`src/verilog/cthw_pkg.sv`:
```
// package: register map, field layout, decode tables and timing of the timer/option block
package cthw_pkg;
   localparam int unsigned CLK_PERIOD_NS = 10;
   localparam int unsigned TICK_NS = 10000;
   localparam int unsigned TICK_CYCLES = (TICK_NS + CLK_PERIOD_NS - 1) / CLK_PERIOD_NS;
   localparam int unsigned TICKS_PER_MS = 1000000 / TICK_NS;
   localparam int unsigned CNT_W = 24;

   localparam logic [6:0] ADR_WAKE_CTRL = 7'h06;
   localparam logic [6:0] ADR_TIMER_CTRL = 7'h0c;
   localparam logic [6:0] ADR_HW_OPT = 7'h0e;
   localparam logic [6:0] ADR_HW_LOCK = 7'h0f;
   localparam logic [6:0] ADR_PIN_CFG = 7'h17;

   localparam logic [4:0] FRAME_LEN = 5'h10;
   localparam logic [4:0] ADDR_DONE = 5'h08;
   localparam logic [4:0] FRAME_OVER = 5'h11;
   localparam int unsigned WR_BIT = 7;

   localparam int unsigned TMR_ON_LSB = 4;
   localparam int unsigned UVH_BIT = 7;
   localparam int unsigned OTX_BIT = 5;
   localparam int unsigned RDS_BIT = 4;
   localparam int unsigned LK0_BIT = 3;
   localparam int unsigned LK1_BIT = 0;
   localparam int unsigned WAKE_EN_BIT = 6;

   localparam logic [6:0] TMR_CTRL_RST = 7'h00;
   localparam logic [2:0] OPT_RST = 3'h0;
   localparam logic [2:0] PIN_CFG_RST = 3'h0;

   localparam logic [2:0] ON_OFF_LO = 3'h0;
   localparam logic [2:0] ON_OFF_HI = 3'h6;
   localparam logic [3:0] PER_LAST = 4'hc;
   localparam logic [2:0] PIN_CYCLIC_SENSE = 3'h3;

   localparam int unsigned TSD_WAIT_MS = 1000;
   localparam int unsigned TSD_EXT_FACTOR = 64;
   localparam logic [4:0] TSD_STREAK_LIMIT = 5'h10;
   localparam logic [4:0] TSD_STREAK_SAT = 5'h11;
   localparam logic [CNT_W-1:0] TSD_SHORT_TICKS = CNT_W'(TSD_WAIT_MS * TICKS_PER_MS);
   localparam logic [CNT_W-1:0] TSD_LONG_TICKS =
      CNT_W'(TSD_WAIT_MS * TICKS_PER_MS * TSD_EXT_FACTOR);

   typedef enum logic [1:0] {
      TMR_IDLE = 2'b00,
      TMR_ON = 2'b01,
      TMR_OFF = 2'b10
   } cthw_tmr_state_t;

   // on-time in microseconds, converted to ticks
   function automatic logic [CNT_W-1:0] on_ticks(input logic [2:0] code);
      int unsigned us;
      us = 0;
      case (code)
         3'h1: us = 100;
         3'h2: us = 300;
         3'h3: us = 1000;
         3'h4: us = 10000;
         3'h5: us = 20000;
         default: us = 0;
      endcase
      return CNT_W'(us * TICKS_PER_MS / 1000);
   endfunction : on_ticks

   // period in milliseconds, converted to ticks
   function automatic logic [CNT_W-1:0] period_ticks(input logic [3:0] code);
      int unsigned ms;
      ms = 0;
      case (code)
         4'h0: ms = 10;
         4'h1: ms = 20;
         4'h2: ms = 50;
         4'h3: ms = 100;
         4'h4: ms = 200;
         4'h5: ms = 500;
         4'h6: ms = 1000;
         4'h7: ms = 2000;
         4'h8: ms = 5000;
         4'h9: ms = 10000;
         4'ha: ms = 20000;
         4'hb: ms = 50000;
         4'hc: ms = 100000;
         default: ms = 0;
      endcase
      return CNT_W'(ms * TICKS_PER_MS);
   endfunction : period_ticks
endpackage : cthw_pkg

```
`src/verilog/cthw_cycle_timer.sv`:
```
// cyclic timer: on-time/period sequencer driving the high-side request and period pulses
module cthw_cycle_timer
   import cthw_pkg::*;
(
   input wire logic clk,
   input wire logic rst,
   input wire logic ce,
   input wire logic tick,
   input wire logic load,
   input wire logic [2:0] on_code,
   input wire logic [3:0] per_code,
   output logic hs,
   output logic period_start
);
   cthw_tmr_state_t st_q;
   logic [CNT_W-1:0] cnt_q;
   logic [CNT_W-1:0] cnt_inc;
   logic run;
   logic hs_d;

   // reserved on-time and period codes leave the timer stopped
   assign run = (on_code != ON_OFF_LO) && (on_code < ON_OFF_HI)
      && (per_code <= PER_LAST);
   assign cnt_inc = cnt_q + CNT_W'(1);

   always_ff @(posedge clk) begin
      if (rst) begin
         st_q <= TMR_IDLE;
         cnt_q <= '0;
         period_start <= 1'b0;
      end else if (ce) begin
         period_start <= 1'b0;
         if (load || !run) begin
            // a new setting restarts the sequence at once
            cnt_q <= '0;
            if (run) begin
               st_q <= TMR_ON;
               period_start <= 1'b1;
            end else begin
               st_q <= TMR_IDLE;
            end
         end else if (tick && st_q != TMR_IDLE) begin
            if (cnt_inc >= period_ticks(per_code)) begin
               cnt_q <= '0;
               st_q <= TMR_ON;
               period_start <= 1'b1;
            end else begin
               cnt_q <= cnt_inc;
               if (cnt_inc >= on_ticks(on_code)) begin
                  st_q <= TMR_OFF;
               end
            end
         end
      end
   end

   always_comb begin
      unique case (st_q)
         TMR_ON: hs_d = 1'b1;
         TMR_OFF: hs_d = 1'b0;
         TMR_IDLE: hs_d = (on_code == ON_OFF_HI);
         default: hs_d = 1'b0;
      endcase
   end

   always_ff @(posedge clk) begin
      if (rst) begin
         hs <= 1'b0;
      end else if (ce) begin
         hs <= hs_d;
      end
   end
endmodule : cthw_cycle_timer

```
`src/verilog/cthw_overtemp_wait.sv`:
```
// overtemperature release wait with consecutive-event streak and optional extension
module cthw_overtemp_wait
   import cthw_pkg::*;
(
   input wire logic clk,
   input wire logic rst,
   input wire logic ce,
   input wire logic tick,
   input wire logic trip,
   input wire logic extend,
   input wire logic streak_clr,
   output logic waiting
);
   logic [4:0] streak_q;
   logic [CNT_W-1:0] wait_q;

   always_ff @(posedge clk) begin
      if (rst) begin
         streak_q <= 5'h00;
         wait_q <= '0;
      end else if (ce) begin
         if (trip) begin
            if (streak_q != TSD_STREAK_SAT) begin
               streak_q <= streak_q + 5'h01;
            end
            // this event is number streak_q+1, so >16 means old count >=16
            if (extend && streak_q >= TSD_STREAK_LIMIT) begin
               wait_q <= TSD_LONG_TICKS;
            end else begin
               wait_q <= TSD_SHORT_TICKS;
            end
         end else begin
            if (streak_clr) begin
               streak_q <= 5'h00;
            end
            if (tick && wait_q != '0) begin
               wait_q <= wait_q - CNT_W'(1);
            end
         end
      end
   end

   assign waiting = (wait_q != '0);
endmodule : cthw_overtemp_wait

```
`src/verilog/cthw_ctrl_regs.sv`:
```
// top: serial register port, cyclic timer control and hardware option registers
module cthw_ctrl_regs
   import cthw_pkg::*;
#(
   parameter int unsigned TICK_LEN = TICK_CYCLES
) (
   input wire logic CORE_CLK,
   input wire logic RST,
   input wire logic CE,
   input wire logic SCLK,
   input wire logic SDI,
   input wire logic SERIAL_SELECT_N,
   output logic SDO,
   output logic SDO_OE,
   input wire logic SOFT_RESET,
   input wire logic RESTART,
   input wire logic HS_CLEARED_IN_RESTART,
   input wire logic PUMP_EN_WR,
   input wire logic PUMP_EN_WDATA,
   input wire logic THERMAL_SHUTDOWN_LEVEL2,
   input wire logic THERMAL_STREAK_CLR,
   output logic PUMP_OUTPUT_ENABLE,
   output logic [2:0] PIN_CFG,
   output logic HIGH_SIDE_OUTPUT,
   output logic TIMER_WAKE_EVENT,
   output logic UV_RELEASE_HYSTERESIS_SEL,
   output logic OVERTEMP_WAIT_EXTEND,
   output logic THERMAL_WAIT_ACTIVE,
   output logic RESET_DELAY_SEL,
   output logic LOCK1_ACTIVE
);
   logic sclk_q;
   logic sel_n_q;
   logic sclk_rise;
   logic sclk_fall;
   logic sel_rise;
   logic sel_fall;
   logic [15:0] shift_q;
   logic [4:0] bit_cnt_q;
   logic [7:0] sdo_sh_q;
   logic [7:0] rd_data;
   logic wr_go;
   logic [6:0] w_addr;
   logic [7:0] w_data;
   logic wr_tmr;
   logic wr_hw;
   logic wr_lock;
   logic wr_wake;
   logic wr_pin;
   logic [6:0] tmr_q;
   logic tmr_load_q;
   logic [2:0] opt_q;
   logic lk0_q;
   logic lk1_q;
   logic wake_q;
   logic [2:0] pin_q;
   logic pump_q;
   logic [15:0] tick_cnt_q;
   logic tick_q;
   logic tmr_hs;
   logic tmr_start;
   logic hs_q;
   logic wake_ev_q;

   function automatic logic wr_hit(input logic go, input logic [6:0] a,
                                   input logic [6:0] t);
      return go && (a == t);
   endfunction : wr_hit

   // inputs are synchronous, so one stage is enough for edge detection
   always_ff @(posedge CORE_CLK) begin
      if (RST) begin
         sclk_q <= 1'b0;
         sel_n_q <= 1'b1;
      end else if (CE) begin
         sclk_q <= SCLK;
         sel_n_q <= SERIAL_SELECT_N;
      end
   end

   assign sclk_rise = SCLK & ~sclk_q & ~SERIAL_SELECT_N;
   assign sclk_fall = ~SCLK & sclk_q & ~SERIAL_SELECT_N;
   assign sel_rise = SERIAL_SELECT_N & ~sel_n_q;
   assign sel_fall = ~SERIAL_SELECT_N & sel_n_q;

   // lsb first: 7 address bits, write flag, 8 data bits
   always_ff @(posedge CORE_CLK) begin
      if (RST) begin
         shift_q <= 16'h0000;
         bit_cnt_q <= 5'h00;
      end else if (CE) begin
         if (sel_fall) begin
            bit_cnt_q <= 5'h00;
         end else if (sclk_rise) begin
            shift_q <= {SDI, shift_q[15:1]};
            if (bit_cnt_q != FRAME_OVER) begin
               bit_cnt_q <= bit_cnt_q + 5'h01;
            end
         end
      end
   end

   always_comb begin
      unique case (shift_q[14:8])
         ADR_TIMER_CTRL: rd_data = {1'b0, tmr_q};
         ADR_HW_OPT: rd_data = {opt_q[2], 1'b0, opt_q[1], opt_q[0], lk0_q, 3'h0};
         ADR_HW_LOCK: rd_data = {7'h00, lk1_q};
         ADR_WAKE_CTRL: rd_data = {1'b0, wake_q, 6'h00};
         ADR_PIN_CFG: rd_data = {5'h00, pin_q};
         default: rd_data = 8'h00;
      endcase
   end

   // read data goes out on falling clock edges once the address is in
   always_ff @(posedge CORE_CLK) begin
      if (RST) begin
         SDO <= 1'b0;
         sdo_sh_q <= 8'h00;
      end else if (CE) begin
         if (sel_fall) begin
            SDO <= 1'b0;
         end else if (sclk_fall) begin
            if (bit_cnt_q == ADDR_DONE) begin
               SDO <= rd_data[0];
               sdo_sh_q <= {1'b0, rd_data[7:1]};
            end else if (bit_cnt_q > ADDR_DONE) begin
               SDO <= sdo_sh_q[0];
               sdo_sh_q <= {1'b0, sdo_sh_q[7:1]};
            end
         end
      end
   end

   assign SDO_OE = ~SERIAL_SELECT_N;

   // writes commit only at select rise after exactly sixteen clocks
   assign wr_go = sel_rise && (bit_cnt_q == FRAME_LEN) && shift_q[WR_BIT];
   assign w_addr = shift_q[6:0];
   assign w_data = shift_q[15:8];
   assign wr_tmr = wr_hit(wr_go, w_addr, ADR_TIMER_CTRL);
   assign wr_hw = wr_hit(wr_go, w_addr, ADR_HW_OPT);
   assign wr_lock = wr_hit(wr_go, w_addr, ADR_HW_LOCK);
   assign wr_wake = wr_hit(wr_go, w_addr, ADR_WAKE_CTRL);
   assign wr_pin = wr_hit(wr_go, w_addr, ADR_PIN_CFG);

   // failure events have no path here, so the setting survives them
   always_ff @(posedge CORE_CLK) begin
      if (RST) begin
         tmr_q <= TMR_CTRL_RST;
      end else if (CE) begin
         if (RESTART || SOFT_RESET) begin
            tmr_q <= TMR_CTRL_RST;
         end else if (HS_CLEARED_IN_RESTART && pin_q == PIN_CYCLIC_SENSE) begin
            tmr_q <= TMR_CTRL_RST;
         end else if (wr_tmr) begin
            tmr_q <= w_data[6:0];
         end
      end
   end

   always_ff @(posedge CORE_CLK) begin
      if (RST) begin
         tmr_load_q <= 1'b0;
      end else if (CE) begin
         tmr_load_q <= wr_tmr;
      end
   end

   // lockable options: a restart keeps them, soft reset only while unlocked
   always_ff @(posedge CORE_CLK) begin
      if (RST) begin
         opt_q <= OPT_RST;
      end else if (CE) begin
         if (SOFT_RESET) begin
            if (!lk1_q) begin
               opt_q <= OPT_RST;
            end
         end else if (wr_hw && !lk1_q) begin
            opt_q <= {w_data[UVH_BIT], w_data[OTX_BIT], w_data[RDS_BIT]};
         end
      end
   end

   always_ff @(posedge CORE_CLK) begin
      if (RST) begin
         lk0_q <= 1'b0;
      end else if (CE) begin
         if (SOFT_RESET) begin
            lk0_q <= 1'b0;
         end else if (wr_hw) begin
            lk0_q <= w_data[LK0_BIT];
         end
      end
   end

   // only power-on clears it; it guards its own bit once set
   always_ff @(posedge CORE_CLK) begin
      if (RST) begin
         lk1_q <= 1'b0;
      end else if (CE) begin
         if (wr_lock && w_data[LK1_BIT]) begin
            lk1_q <= 1'b1;
         end
      end
   end

   always_ff @(posedge CORE_CLK) begin
      if (RST) begin
         wake_q <= 1'b0;
      end else if (CE) begin
         if (SOFT_RESET) begin
            wake_q <= 1'b0;
         end else if (wr_wake) begin
            wake_q <= w_data[WAKE_EN_BIT];
         end
      end
   end

   // lock 0 uses its value before this cycle's soft reset
   always_ff @(posedge CORE_CLK) begin
      if (RST) begin
         pin_q <= PIN_CFG_RST;
      end else if (CE) begin
         if (SOFT_RESET) begin
            if (!lk0_q) begin
               pin_q <= PIN_CFG_RST;
            end
         end else if (wr_pin && !lk0_q) begin
            pin_q <= w_data[2:0];
         end
      end
   end

   always_ff @(posedge CORE_CLK) begin
      if (RST) begin
         pump_q <= 1'b0;
      end else if (CE) begin
         if (SOFT_RESET) begin
            if (!lk0_q) begin
               pump_q <= 1'b0;
            end
         end else if (PUMP_EN_WR && !lk0_q) begin
            pump_q <= PUMP_EN_WDATA;
         end
      end
   end

   // shared time base; shortening TICK_LEN scales every timer count together
   always_ff @(posedge CORE_CLK) begin
      if (RST) begin
         tick_cnt_q <= 16'h0000;
         tick_q <= 1'b0;
      end else if (CE) begin
         if (tick_cnt_q >= 16'(TICK_LEN - 1)) begin
            tick_cnt_q <= 16'h0000;
            tick_q <= 1'b1;
         end else begin
            tick_cnt_q <= tick_cnt_q + 16'h0001;
            tick_q <= 1'b0;
         end
      end
   end

   cthw_cycle_timer u_timer (
      .clk(CORE_CLK),
      .rst(RST),
      .ce(CE),
      .tick(tick_q),
      .load(tmr_load_q),
      .on_code(tmr_q[6:TMR_ON_LSB]),
      .per_code(tmr_q[3:0]),
      .hs(tmr_hs),
      .period_start(tmr_start)
   );

   cthw_overtemp_wait u_overtemp (
      .clk(CORE_CLK),
      .rst(RST),
      .ce(CE),
      .tick(tick_q),
      .trip(THERMAL_SHUTDOWN_LEVEL2),
      .extend(opt_q[1]),
      .streak_clr(THERMAL_STREAK_CLR),
      .waiting(THERMAL_WAIT_ACTIVE)
   );

   // wake and sense read the same timer independently of each other
   always_ff @(posedge CORE_CLK) begin
      if (RST) begin
         hs_q <= 1'b0;
         wake_ev_q <= 1'b0;
      end else if (CE) begin
         hs_q <= (pin_q == PIN_CYCLIC_SENSE) && tmr_hs;
         wake_ev_q <= tmr_start && wake_q;
      end
   end

   assign HIGH_SIDE_OUTPUT = hs_q;
   assign TIMER_WAKE_EVENT = wake_ev_q;
   assign PUMP_OUTPUT_ENABLE = pump_q;
   assign PIN_CFG = pin_q;
   assign UV_RELEASE_HYSTERESIS_SEL = opt_q[2];
   assign OVERTEMP_WAIT_EXTEND = opt_q[1];
   assign RESET_DELAY_SEL = opt_q[0];
   assign LOCK1_ACTIVE = lk1_q;
endmodule : cthw_ctrl_regs

```
`config.mk`:
```
export PLATFORM = sky130hd
export DESIGN_NAME = cthw_ctrl_regs
export DESIGN_NICKNAME = d
export VERILOG_FILES = /design/src/verilog/cthw_pkg.sv /design/src/verilog/cthw_cycle_timer.sv /design/src/verilog/cthw_overtemp_wait.sv /design/src/verilog/cthw_ctrl_regs.sv
export SDC_FILE = /design/constraint.sdc
export NUM_CORES = 1
export LEC_CHECK = 0
export BUFFER_PORTS_ARGS = -buffer_cell sky130_fd_sc_hd__clkbuf_2
export CORE_UTILIZATION = 59
export CTS_CLUSTER_DIAMETER = 50
export DETAILED_ROUTE_END_ITERATION = 8
export PLACE_DENSITY = 0.79
export REMOVE_ABC_BUFFERS = 1
export SYNTH_ARGS = -nofsm -noshare
export SYNTH_HDL_FRONTEND = slang
export SYNTH_SLANG_ARGS = --single-unit
```
`constraint.sdc`:
```
create_clock -name CORE_CLK -period 10.5 [get_ports CORE_CLK]
set_input_delay 3.15 -clock CORE_CLK [delete_from_list [all_inputs] [get_ports CORE_CLK]]
set_output_delay 3.15 -clock CORE_CLK [all_outputs]
set_load 0.03 [all_outputs]
```
After elaboration in Yosys (flattened, before gate mapping)
Memory sizes are Yosys's and may differ from the RTL's. A register that Yosys moved wholly into a read port is not among the register bits. Cells that the tools add are included.

Add/subtract/negate cells: 5. $mul: 2. Div/mod/pow operators: 1. Order comparisons: 7. Eq/ne operators: 25. Multiplexer cells: 59. Bitwise gates (word level): 11. Reduce and logical (&&, ||, !) cells: 58.

Operator list (count): 32-bit two-way mux (9); 24-bit two-way mux (5); 15-bit one-hot mux with 5 select lines (1); 24-bit >= comparator (2); 7-bit by 4-bit == test with 1-bit output, second input constant (6); 8-bit one-hot mux with 5 select lines (1); 32-bit by 10-bit divider with 32-bit output, second input constant (1); 32-bit by 5-bit multiplier with 22-bit output, second input constant (1); 32-bit by 5-bit multiplier with 30-bit output, second input constant (1); 5-bit two-way mux (6); 2-bit nonzero test (13); 24-bit by 1-bit adder with 24-bit output, second input constant (1); 3-bit AND reduction (8); 24-bit nonzero test (1); 24-bit by 1-bit subtractor with 24-bit output, second input constant (1); 23-bit two-way mux (1); 7-bit two-way mux (3); 1-bit logical AND (19); 3-bit two-way mux (6); 1-bit two-way mux (17); 16-bit by 1-bit adder with 16-bit output, second input constant (1); 16-bit by 10-bit >= comparator with 1-bit output, second input constant (1); 16-bit two-way mux (1); 8-bit two-way mux (2); 27 further kinds (60).

Register bits: 126. Bits in read-only memories: 256. Input bits: 13. Output and inout bits: 13. Logic and storage cells: 193. Memories kept: 1.

Memories: (no name shown) (depth 16, bits a word 16, read ports 1, clocked after Yosys merged registers in 1, write ports 0, line cthw_pkg.sv:70) `case (code)`.

Logic depth before layout (Yosys ltp)
Gate-level depths: netlist of the first run.

Depth after elaboration: 22. Depth in mapped cells: 61. Mapped depth without buffers: 57.

Modules after synthesis
Synthesis of the first run repeated with hierarchy kept, for this count alone.

Cell total of the unflattened synthesis: 1689. Area, all modules: 13082.5 um2.

Modules (own cells, without submodules): cthw_cycle_timer (instances 1, cells each 1114, area each 8271.7 um2, seq. area each 560.5 um2); cthw_ctrl_regs (instances 1, cells each 367, area each 3141.8 um2, seq. area each 1361.3 um2); cthw_overtemp_wait (instances 1, cells each 208, area each 1669.1 um2, seq. area each 580.6 um2).

Worst setup path after synthesis of the first run
OpenSTA, ideal clock, no wires.

Kind: reg-to-reg. Start: reg tmr_q[5]. End: reg u_timer.st_q[1]. Arrival: 11155 ps. Slack: -787 ps. Cell stages (with the launch flop): 58. Path buffers: 3. Cells stage by stage: dfxtp_1 > buf_2 > inv_1 > ha_1 > nor3_1 > o21ai_0 > inv_1 > ha_1 > ha_1 > ha_1 > inv_1 > fa_1 > buf_2 > nand4b_1 > xnor2_1 > nor3_1 > a311oi_2 > a21o_1 > (+22 left out) > a21oi_1 > nor2b_1 > o21ai_0 > nand2b_1 > a21oi_1 > nor2b_1 > o21ai_0 > nand2b_1 > a21oi_1 > nor2b_1 > o21ai_0 > nand2b_1 > a21oi_1 > nor2_1 > nor4_1 > nor2_1 > nor2_1 > nor3_1.

Cells in the longest elaborated chain, start to end: 12. Elaborated cells between the ends (all ways): 24.

RTL lines: start, declared (line cthw_ctrl_regs.sv:50) `logic [6:0] tmr_q;`; start signal, assigned (line cthw_ctrl_regs.sv:156) `tmr_q <= w_data[6:0];`; 3-bit == test, or another cell as far along (line cthw_pkg.sv:55) `case (code)`; 15-bit one-hot mux with 5 select lines (line cthw_pkg.sv:55); 32-bit two-way mux (line cthw_cycle_timer.sv:43) `if (cnt_inc >= period_ticks(per_code)) begin`; 32-bit two-way mux (line cthw_cycle_timer.sv:42) `end else if (tick && st_q != TMR_IDLE) begin`; 32-bit two-way mux (line cthw_cycle_timer.sv:33) `if (load || !run) begin`; 32-bit two-way mux (line cthw_cycle_timer.sv:31) `end else if (ce) begin`; 32-bit two-way mux (line cthw_cycle_timer.sv:27) `if (rst) begin`; 32-bit by 5-bit multiplier with 30-bit output (line cthw_pkg.sv:63) `return CNT_W'(us * TICKS_PER_MS / 1000);`; 32-bit by 10-bit divider with 32-bit output (line cthw_pkg.sv:63); 24-bit >= comparator (line cthw_cycle_timer.sv:49) `if (cnt_inc >= on_ticks(on_code)) begin`; 3-bit nonzero test (no source line); 3-bit AND reduction (no source line); end signal, assigned (line cthw_cycle_timer.sv:40) `st_q <= TMR_IDLE;`; end signal, assigned (line cthw_cycle_timer.sv:45) `st_q <= TMR_ON;`; end signal, assigned (line cthw_cycle_timer.sv:50) `st_q <= TMR_OFF;`; end, declared (line cthw_cycle_timer.sv:15) `cthw_tmr_state_t st_q;`.

Parallel ways exist; a longest one is shown, timed or not. The select of a mux whose other input is x is not followed. A chain may end at the register's enable or synchronous reset.

Final worst setup path of the first run
Ends and elaborated chain as after synthesis.

==> results of run 1 <==
stage by stage:
step           instance area (µm²)  cells  utilization  setup TNS [ps]  hold slack [ps]
6_report                     16600   2164        0.757            -570              466
5_1_grt                      16600   2164        0.757           -1660              486
4_1_cts                      16100   2145        0.735           -51.0              466
3_5_place_dp                 14700   2093        0.673           -1650              447
3_3_place_gp                 14700   2093        0.673            -817              442
2_1_floorplan                12800   1597            -           -2360              426
cells in the final DEF, fill, tap and decap left out, types with 18 or more instances in the layout:
master    count
and3_1       18
buf_4       211
dfxtp_1     138
ha_1        125
nor3_1       50
a22oi_1      18
nand3b_1     22
nand2_1     120
a21oi_1     121
nand4_1      20
nor2_1      147
clkbuf_2     24
inv_1       139
o21ai_0      74
xnor2_1      39
xor2_1       53
nand3_1      44
nor2b_1      18
nand2b_1     36
power groups by stage:
stage	Combinational (mW)	Clock [mW]	Sequential, mW
after floorplan	0.0462	0	0.561
after global placement	0.0679	0	0.562
after detailed placement	0.0705	0	0.563
after CTS	0.0714	0.636	0.550
after global routing	0.0809	0.655	0.552
final	0.0724	0.632	0.551
logic make-up (layout without fill, tap and decap cells):
family / Yosys count / count (layout)
other: 1 / 3
AO/OA/AOI/OAI: 423 / 423
buffers and inverters: 222 / 437
multiplexers: 19 / 19
flip-flops: 141 / 141
XOR/XNOR: 103 / 103
adder cells (fa/ha/maj): 153 / 153
AND/OR/NAND/NOR: 605 / 605
how the worst max path moves through the flow:
stage	start	endpoint	depth (start not counted)
after detailed placement	tmr_q[5]	u_timer.st_q[1]	55
after floorplan	tmr_q[5]	u_timer.st_q[1]	54
after global routing	tmr_q[5]	u_timer.st_q[1]	59
final	tmr_q[5]	u_timer.st_q[1]	59
after global placement	tmr_q[5]	u_timer.st_q[1]	57
after CTS	tmr_q[5]	u_timer.st_q[1]	57
final cells by class:
class	count	area, µm²	area share
Clock buffer	17	425	0.0257
Clock inverter	15	211	0.0128
Inverter	150	566	0.0341
Multi-Input combinational cell	1306	10200	0.617
Sequential cell	141	2830	0.171
Tap cell	280	350	0.0211
Timing Repair Buffer	255	1960	0.119
worst reg2reg max path, delay by kind of cell, from the launching register on:
family          cells  cell delay (ps)
xor+xnor            1              180
simple gates       19             2540
compound gates     25             4680
flops               1              350
buf+inv             9             1320
fa+ha+maj           5             1600
layer usage:
metal,share of wire,vias to the layer above,track usage
met5,0,-,0
met4,0.033,0,0.117
met3,0.058,136,0.0410
met2,0.49,547,0.571
met1,0.41,6358,0.398
li1,-,6365,-
repair_timing:
action	in CTS	in global routing
gates resized for setup	109	69
setup buffers	20	20
cloned	0	0
pin swaps	64	66
hold buffers	0	0
endpoints found under the setup margin	2	2
Yosys cell counts (all sizes together), types with 16 or more instances:
master	count
nor2	162
inv	150
dfxtp	141
ha	136
a21oi	129
nand2	126
o21ai	88
nor3	60
xor2	54
nand3	47
clkbuf	46
xnor2	46
nand2b	39
buf	24
and3	22
nand3b	22
a211oi	20
nand4	20
nor2b	20
a22oi	19
or3	18
nor4	17
fa	16
==> summary.md, run 1 <==
| Metric | Value |
|---|---|
| Status | `finished with violations` |
| Failing checks | `negative setup slack` |
| Clk pwr share | `0.503` |
| Seq/Total Area, Yosys | `0.214` |
| Max Root-Sink Buffers | `2` |
| DR vias | `13.4k` |
| Core outline area | `21,900 µm²` |
| Post-Synth XOR/XNOR Area | `0.0737` |
| CP Launch Type | `flip-flop` |
| CTS tree | `done` |
| Setup crit end kind | `flip-flop` |
| Yosys top cell by area | `dfxtp_1` |
| Post-Place Setup Slack | `-828 ps` |
| Pleak | `7.26 nW` |
| Share of cells above drive strength 1 | `0.254` |
| First-pass DRT Iterations | `6` |
| Synth area leaders | `dfxtp_1 (21%), ha_1 (13%), a21oi_1 (4.8%), nor2_1 (4.5%), inv_1 (4.2%)` |
| Post-route ant nets | `0` |
| Cell Pwr Density | `75.7 nW/µm²` |
| Gate power share | `0.058` |
| Distinct cells, synth | `129` |
| GPL Wtd Cong | `0.923` |
| RR Startpoint | `tmr_q[5]` |
| Routed WL per cell | `17.9 µm` |
| Worst hold path cell count | `2` |
| RSZ-0062 raised after global routing | `true` |
| Maxcap violations | `0` |
| Int Pwr | `0.896 mW` |
| Worst-Skew Late Latency | `440 ps` |
| Critical path class | `flip-flop to flip-flop` |
| Peak VDD IR | `0.116 mV` |
| Layout Area Growth over Synthesis | `25.8%` |
| Detailed placer's ending HPWL | `25.6 mm` |
| Mux share of post-synthesis cell area | `0.0154` |
| Post-synth ARST share | `0` |
| Syn Std Cell Area | `13,200 µm²` |
| Critical path's slowest cell | `fa_1` |
| Row Count | `54` |
| Clk sinks | `141` |
| Sw Share | `0.286` |
| Final Hold Fails | `0` |
| Vias/cell | `6.20` |
| Hold Path Class | `flip-flop to flip-flop` |
| Initial antenna violation count | `0` |
| Fmax | `92.5 MHz` |
| Critical path's largest stage delay | `560 ps` |
| Sequential Power Share | `0.439` |
| Largest family of logic cells by synthesized area | `simple AND/OR/NAND/NOR gates` |
| Req. time, crit path | `10,790 ps` |
| 1st-iter DRT viols | `1,136` |
| Global-route wire length before repair | `59.7 mm` |
| Fill cell count | `1,458` |
| Worst path bufs/invs | `9` |
| R2r endpoint | `u_timer.st_q[1]` |
| Worst Reg-to-Reg Cells | `59` |
| CP arrival | `11,100 ps` |
| Post-Synth Simple-Gate Area | `0.240` |
| Hold wc startpoint | `shift_q[6]` |
| R2R Setup Slk | `-320 ps` |
| Drt drc | `0` |
| Fin. max-slew vios | `0` |
| Synth Warn # | `0` |
| Die H | `151 µm` |
| Avg Inst Size Synth | `7.90 µm²` |
| # setup viols final | `2` |
| Worst Hold Path EP | `shift_q[5]` |
| Worst-margin pin slew | `1120 ps` |
| EDFF count, synth | `0` |
| Fin Clk Skew | `16.6 ps` |
| # diodes | `0` |
| Overall power | `1.25 mW` |
| Post-Route WL | `38.6 mm` |
| CTS H-tree lvls | `4` |
| Vias in the first global route | `12.8k` |
| Synth Area in Compound Gates | `0.229` |
| Total global-route track usage | `0.323` |
| Largest net degree at the start of global routing | `64` |
| TritonCTS buffer count | `17` |
| Number of top-level pins | `26` |
| Ys flop type | `dfxtp_1` |
| Final worst path period share | `1.03` |
| Clock slew at reported path FFs | `80 ps` |
| Worst setup margin | `-316 ps` |
| Worst-path fanout max | `12` |
| Congestion Overflow GR | `0` |
| Final min period | `10,820 ps` |
| Syn Inst Count | `1,667` |
| Delay-heaviest family, CP | `compound AO/OA/AOI/OAI gates` |
| CTS Root Cell | `clkbuf_16` |
| Buffers on Ports | `25` |
| Post-Synth Adder-Cell Area | `0.154` |
| Die area | `22,900 µm²` |
| Chip width | `151 µm` |
| Psw | `0.359 mW` |
| Slew margin rel. | `0.254` |
| Initial Util | `0.602` |
| Yosys reg bits | `141` |
| Synth top area share | `0.214` |
| Final net count | `2,036` |
No activity file was read; power rests on OpenSTA's default activity.
==> run 2, diff against run 1 <==
CELL_PAD_IN_SITES_DETAIL_PLACEMENT = 0   (was default)
CELL_PAD_IN_SITES_GLOBAL_PLACEMENT = 1   (was default)
CORE_UTILIZATION = 54   (was 59)
CTS_BUF_LIST = sky130_fd_sc_hd__clkbuf_8   (was default)
PLACE_DENSITY = default   (was 0.79)
PLACE_DENSITY_LB_ADDON = 0.1   (was default)
clock period = 13.8 ns   (was 10.5 ns; I/O delays follow)
==> run 2 against run 1 <==
  * The flow now finishes without violations
  * Largest power group is now registers
  * Combinational power shrank 25%
  * Highest routed layer unchanged
  * Critical endpoint unchanged
  * Core utilization shrank 17 points
  * Die area grew 9.1%
  * Power shrank 35%
==> summary.md, run 2 (synthesis results as in run 1) <==
| Metric | Value |
|---|---|
| # setup viols final | `0 (-2)` |
| Cell Pwr Density | `58.9 nW/µm² (-22%)` |
| Final min period | `12,580 ps (+1760 ps)` |
| Post-Route WL | `32.5 mm (-16%)` |
| DR vias | `11.7k (-13%)` |
| Share of cells above drive strength 1 | `0.0969 (-0.157)` |
| Cts hold-fix bufs | `0 (unchanged)` |
| Worst-Skew Late Latency | `460 ps (+20 ps)` |
| Clk pwr share | `0.421 (-0.082)` |
| CP Launch Type | `flip-flop` |
| Slew margin rel. | `0.269 (+0.0154)` |
| Largest net degree at the start of global routing | `68 (+6.3%)` |
| # diodes | `0 (unchanged)` |
| Die H | `158 µm (+4.5%)` |
| Most used cell, CP | `nor2_1` |
| Critical path's largest stage delay | `760 ps (+200 ps)` |
| Vias/cell | `5.88 (-5.1%)` |
| 1st-iter DRT viols | `738 (-35%)` |
| Gate power share | `0.067 (+0.009)` |
| Critical path's slowest cell | `nor4_1` |
| Number of top-level pins | `26 (unchanged)` |
| Fin. max-slew vios | `0 (unchanged)` |
| Routed WL per cell | `16.3 µm (-8.6%)` |
| Fill cell count | `2,277 (+56%)` |
| Hold Path Class | `flip-flop to flip-flop` |
| RSZ-0062 raised after global routing | `false` |
| Final net count | `1,823 (-10%)` |
| CTS Root Cell | `clkbuf_8` |
| Row Count | `56 (+3.7%)` |
| TritonCTS buffer count | `17 (unchanged)` |
| Final worst path period share | `0.911 (-0.119)` |
| Post-route ant nets | `0 (unchanged)` |
| Detailed placer's ending HPWL | `24.2 mm (-5.6%)` |
| Sequential Power Share | `0.512 (+0.073)` |
| CTS tree | `done` |
| Psw | `0.248 mW (-31%)` |
| Global-route wire length before repair | `54.0 mm (-9.5%)` |
| CP arrival | `12,880 ps (+1780 ps)` |
| Maxcap violations | `0 (unchanged)` |
| Die area | `25,000 µm² (+9.1%)` |
| Clk sinks | `141 (unchanged)` |
| Int Pwr | `0.570 mW (-36%)` |
| Vias in the first global route | `10.7k (-16%)` |
| Initial Util | `0.556 (-0.0455)` |
| Most frequent cells in the layout | `nor2_1 (158), inv_1 (146), dfxtp_1 (139)` |
| Chip width | `158 µm (+4.5%)` |
| Max Root-Sink Buffers | `2 (unchanged)` |
| Layout Area Growth over Synthesis | `5.50%` |
| Pleak | `5.90 nW (-19%)` |
| Setup TNS | `0 ps (+570 ps)` |
| Drt drc | `0 (unchanged)` |
| Initial antenna violation count | `0 (unchanged)` |
| Status | `complete, no violations` |
| CTS H-tree lvls | `4 (unchanged)` |
| First-pass DRT Iterations | `5 (-1)` |
| Clock slew at reported path FFs | `100 ps (+20 ps)` |
| Worst-path fanout max | `11 (-1)` |
| Worst setup margin | `1220 ps (+1540 ps)` |
| Setup crit end kind | `flip-flop` |
| Worst-margin pin slew | `1090 ps (-27.2 ps)` |
| Core outline area | `23,700 µm² (+8.2%)` |
| Peak VDD IR | `0.0644 mV (-44%)` |
| Fmax | `79.5 MHz (-14%)` |
| Buffers on Ports | `25 (unchanged)` |
| Sw Share | `0.304 (+0.0179)` |
| Fin Clk Skew | `19.5 ps (+2.97 ps)` |
| Total global-route track usage | `0.268 (-0.0551)` |
| GPL Wtd Cong | `0.899 (-2.6%)` |
| Post-Place Setup Slack | `774 ps (+1600 ps)` |
| Most common cell after layout, fill and taps aside | `nor2_1` |
| Congestion Overflow GR | `0 (unchanged)` |
| Req. time, crit path | `14,110 ps (+3320 ps)` |
| Critical path class | `flip-flop to flip-flop` |
| Final Hold Fails | `0 (unchanged)` |
## run 2: layout make-up
cell class,instances,area (µm²),area share
clock buffer,17,234,0.0168
sequential,141,2830,0.203
clock inverter,15,173,0.0124
tap,319,399,0.0287
inverter,150,566,0.0407
timing repair buffer,42,268,0.0193
multi-input combinational,1306,9430,0.679
## run 2: power by group through the flow
stage | Sequential (mW) | Clock, mW | Combinational [mW]
floorplan | 0.427 | 0 | 0.0352
global placement | 0.428 | 0 | 0.0533
detailed placement | 0.428 | 0 | 0.0538
CTS | 0.419 | 0.356 | 0.0545
global route | 0.420 | 0.373 | 0.0620
finish | 0.419 | 0.345 | 0.0544
## run 2: final timing paths
path,cells after the start,end,slack (ps),start
setup / recovery,54,u_timer.st_q[1],1220,tmr_q[6]
hold reg to reg,2,shift_q[14],470,shift_q[15]
setup reg to reg,54,u_timer.st_q[1],1220,tmr_q[6]
hold / removal,2,shift_q[14],470,shift_q[15]
## run 2: metrics by stage
step	std cells	total power [mW]	instance area [µm²]	hold slack [ps]	utilization
detailed placement	1953	0.482	13400	452	0.566
finish	1990	0.818	13900	474	0.587
global route	1990	0.855	13900	500	0.587
global placement	1953	0.482	13400	440	0.566
CTS	1985	0.829	13800	467	0.583
floorplan	1597	0.462	12800	426	-
## run 2: what timing repair did
action / CTS / global route
setup buffers: 0 / 5
endpoints found under the setup margin: 0 / 2
gates resized for setup: 0 / 8
## run 2: worst max-delay path: cells and delay by family (launching register included)
family	cells	cell delay, ps
AO/OA/AOI/OAI	18	4130
XOR/XNOR	2	590
adder cells (fa/ha/maj)	5	1850
buffers and inverters	5	600
flip-flops	1	410
multiplexers	1	360
AND/OR/NAND/NOR	23	4470
## run 2: per-layer routing
layer  GRT usage  vias to the layer above  wire length, µm
met2       0.428                      252            14400
li1            -                     5918                -
met3      0.0323                       35             1230
met1       0.378                     5491            16300
met4      0.0719                        0              531
met5           0                        -                0
==> run 3, diff against run 2 <==
CAP_MARGIN = 25   (was default)
RECOVER_POWER = 25   (was default)
==> run 3 against run 2 <==
  * The flow now finishes with violations (max-capacitance violations, max-slew violations)
  * Maximum frequency is essentially flat
  * Via count is 0.12% higher
  * Critical path type unchanged
  * Largest cell class unchanged
  * Final cell count is the same
  * Cell area down 0.13%
  * Sequential power barely moved
  * Worst hold slack got worse by 3.0 ps
  * Register-to-register slack barely moved
==> summary.md, run 3 (synthesis results as in run 1) <==
| Metric | Value |
|---|---|
| Status | `finished with violations` |
| Failing checks | `max-capacitance violations, max-slew violations` |
| Congestion Overflow GR | `0 (unchanged)` |
| DR vias | `11.7k (+0.12%)` |
| CTS Root Cell | `clkbuf_8` |
| Most frequent cells in the layout | `nor2_1 (158), inv_1 (146), dfxtp_1 (139)` |
| Vias/cell | `5.88 (+0.12%)` |
| Worst-path fanout max | `11 (unchanged)` |
| Final Instance Area | `13,900 µm² (-0.13%)` |
| CP arrival | `12,890 ps (about the same)` |
| Max Root-Sink Buffers | `2 (unchanged)` |
| Clk sinks | `141 (unchanged)` |
| Largest net degree at the start of global routing | `68 (unchanged)` |
| Total global-route track usage | `0.268 (unchanged)` |
| GPL Wtd Cong | `0.899 (unchanged)` |
| Layout Area Growth over Synthesis | `5.37%` |
| Initial Util | `0.556 (unchanged)` |
| RSZ-0062 raised after global routing | `false` |
| Fin. max-slew vios | `30 (+30)` |
| Final min period | `12,580 ps (+5.44 ps)` |
| Post-route ant nets | `0 (unchanged)` |
| CTS H-tree lvls | `4 (unchanged)` |
| TritonCTS buffer count | `17 (unchanged)` |
| # diodes | `0 (unchanged)` |
| Final worst path period share | `0.912 (about the same)` |
| Die area | `25,000 µm² (unchanged)` |
| Final net count | `1,823 (unchanged)` |
| Share of cells above drive strength 1 | `0.0898 (-0.00718)` |
| Cell count after placement | `1,953 (unchanged)` |
| Vias in the first global route | `10.7k (unchanged)` |
| Clock slew at reported path FFs | `100 ps (about the same)` |
| Chip width | `158 µm (unchanged)` |
| Post-Place Setup Slack | `774 ps (unchanged)` |
| Most common cell after layout, fill and taps aside | `nor2_1` |
| 1st-iter DRT viols | `862 (+17%)` |
| Die H | `158 µm (unchanged)` |
| Slew margin rel. | `-0.0637 (-0.333)` |
| Non-filler cells in the finished layout | `1,990 (unchanged)` |
| Req. time, crit path | `14,110 ps (about the same)` |
| Worst-Skew Late Latency | `460 ps (about the same)` |
| Hold WS | `471 ps (-3.04 ps)` |
| Overall power | `0.818 mW (about the same)` |
| Critical path class | `flip-flop to flip-flop` |
| Post-Route WL | `32.5 mm (about the same)` |
| CP Launch Type | `flip-flop` |
| Global-route wire length before repair | `54.0 mm (unchanged)` |
| Pleak | `5.86 nW (-0.71%)` |
| Routed WL per cell | `16.3 µm (about the same)` |
| Core outline area | `23,700 µm² (unchanged)` |
| Critical path's slowest cell | `nor4_1` |
| Row Count | `56 (unchanged)` |
| Setup crit end kind | `flip-flop` |
| Setup TNS | `0 ps (unchanged)` |
| Worst-margin pin slew | `1600 ps (+503 ps)` |
| CTS tree | `done` |
| # setup viols final | `0 (unchanged)` |
| Initial antenna violation count | `0 (unchanged)` |
| Fin util | `0.586 (-0.000739)` |
| Post-DP Area | `13,400 µm² (unchanged)` |
| Detailed placer's ending HPWL | `24.2 mm (unchanged)` |
| Number of top-level pins | `26 (unchanged)` |
| Cts hold-fix bufs | `0 (unchanged)` |
| Buffers on Ports | `25 (unchanged)` |
| Worst setup margin | `1220 ps (-5.44 ps)` |
| Peak VDD IR | `0.0647 mV (+0.43%)` |
| Maxcap violations | `1 (+1)` |
| Drt drc | `0 (unchanged)` |
| Fin Clk Skew | `21.6 ps (+2.11 ps)` |
| Cell Pwr Density | `59.0 nW/µm² (+0.17%)` |
| Fmax | `79.5 MHz (about the same)` |
| Hold Path Class | `flip-flop to flip-flop` |
| First-pass DRT Iterations | `5 (unchanged)` |
| Critical path's largest stage delay | `760 ps (about the same)` |
| Most used cell, CP | `nor2_1` |
| Final Hold Fails | `0 (unchanged)` |
run 3: cell types whose count changed in the layout (fill, tap and decap cells not counted):
cell and delta:
clkbuf_2 -11, buf_4 -1, clkbuf_1 +12
run 3: what timing repair did:
| action | in CTS | in global routing |
|---|---|---|
| endpoints found under the setup margin | 0 | 2 |
| setup buffers | 0 | 5 |
| gates resized for setup | 0 | 8 |
run 3: power breakdown:
group	leakage, nW	switching (mW)	total [mW]	internal [mW]
clock network	0.196	0.207	0.345	0.138
registers	1.14	0.00652	0.419	0.413
logic	4.53	0.0357	0.0545	0.0188
total	5.86	0.249	0.818	0.570
run 3: final cells by class:
type	count	area, µm²
clock inverter	15	173
sequential	141	2830
fill	2289	9800
tap	319	399
inverter	150	566
clock buffer	17	234
timing repair buffer	42	250
multi-input combinational	1306	9430
run 3: path summary, 6_finish.rpt:
check                           slack [ps]              end  cells past startpoint         from
worst min-delay path                   470      sdo_sh_q[6]                      2  sdo_sh_q[6]
worst max-delay path                  1220  u_timer.st_q[1]                     54     tmr_q[6]
worst min register to register         470      sdo_sh_q[6]                      2  sdo_sh_q[6]
worst max register to register        1220  u_timer.st_q[1]                     54     tmr_q[6]
run 3: critical path: cells and delay by family, from the launching register on:
kind,cells,cell delay [ps]
adders and majority gates,5,1820
muxes,1,360
xor gates and xnor gates,2,580
buffers and inverters,5,600
DFF,1,490
and+or+nand+nor,23,4430
AOI/OAI and AO/OA,18,4130
run 3: routing by layer:
| layer | track usage | routed length, µm | up-vias |
|---|---|---|---|
| met5 | 0 | 0 | - |
| met4 | 0.0719 | 547 | 0 |
| met3 | 0.0323 | 1280 | 36 |
| met2 | 0.428 | 14400 | 270 |
| met1 | 0.378 | 16200 | 5492 |
| li1 | - | - | 5912 |
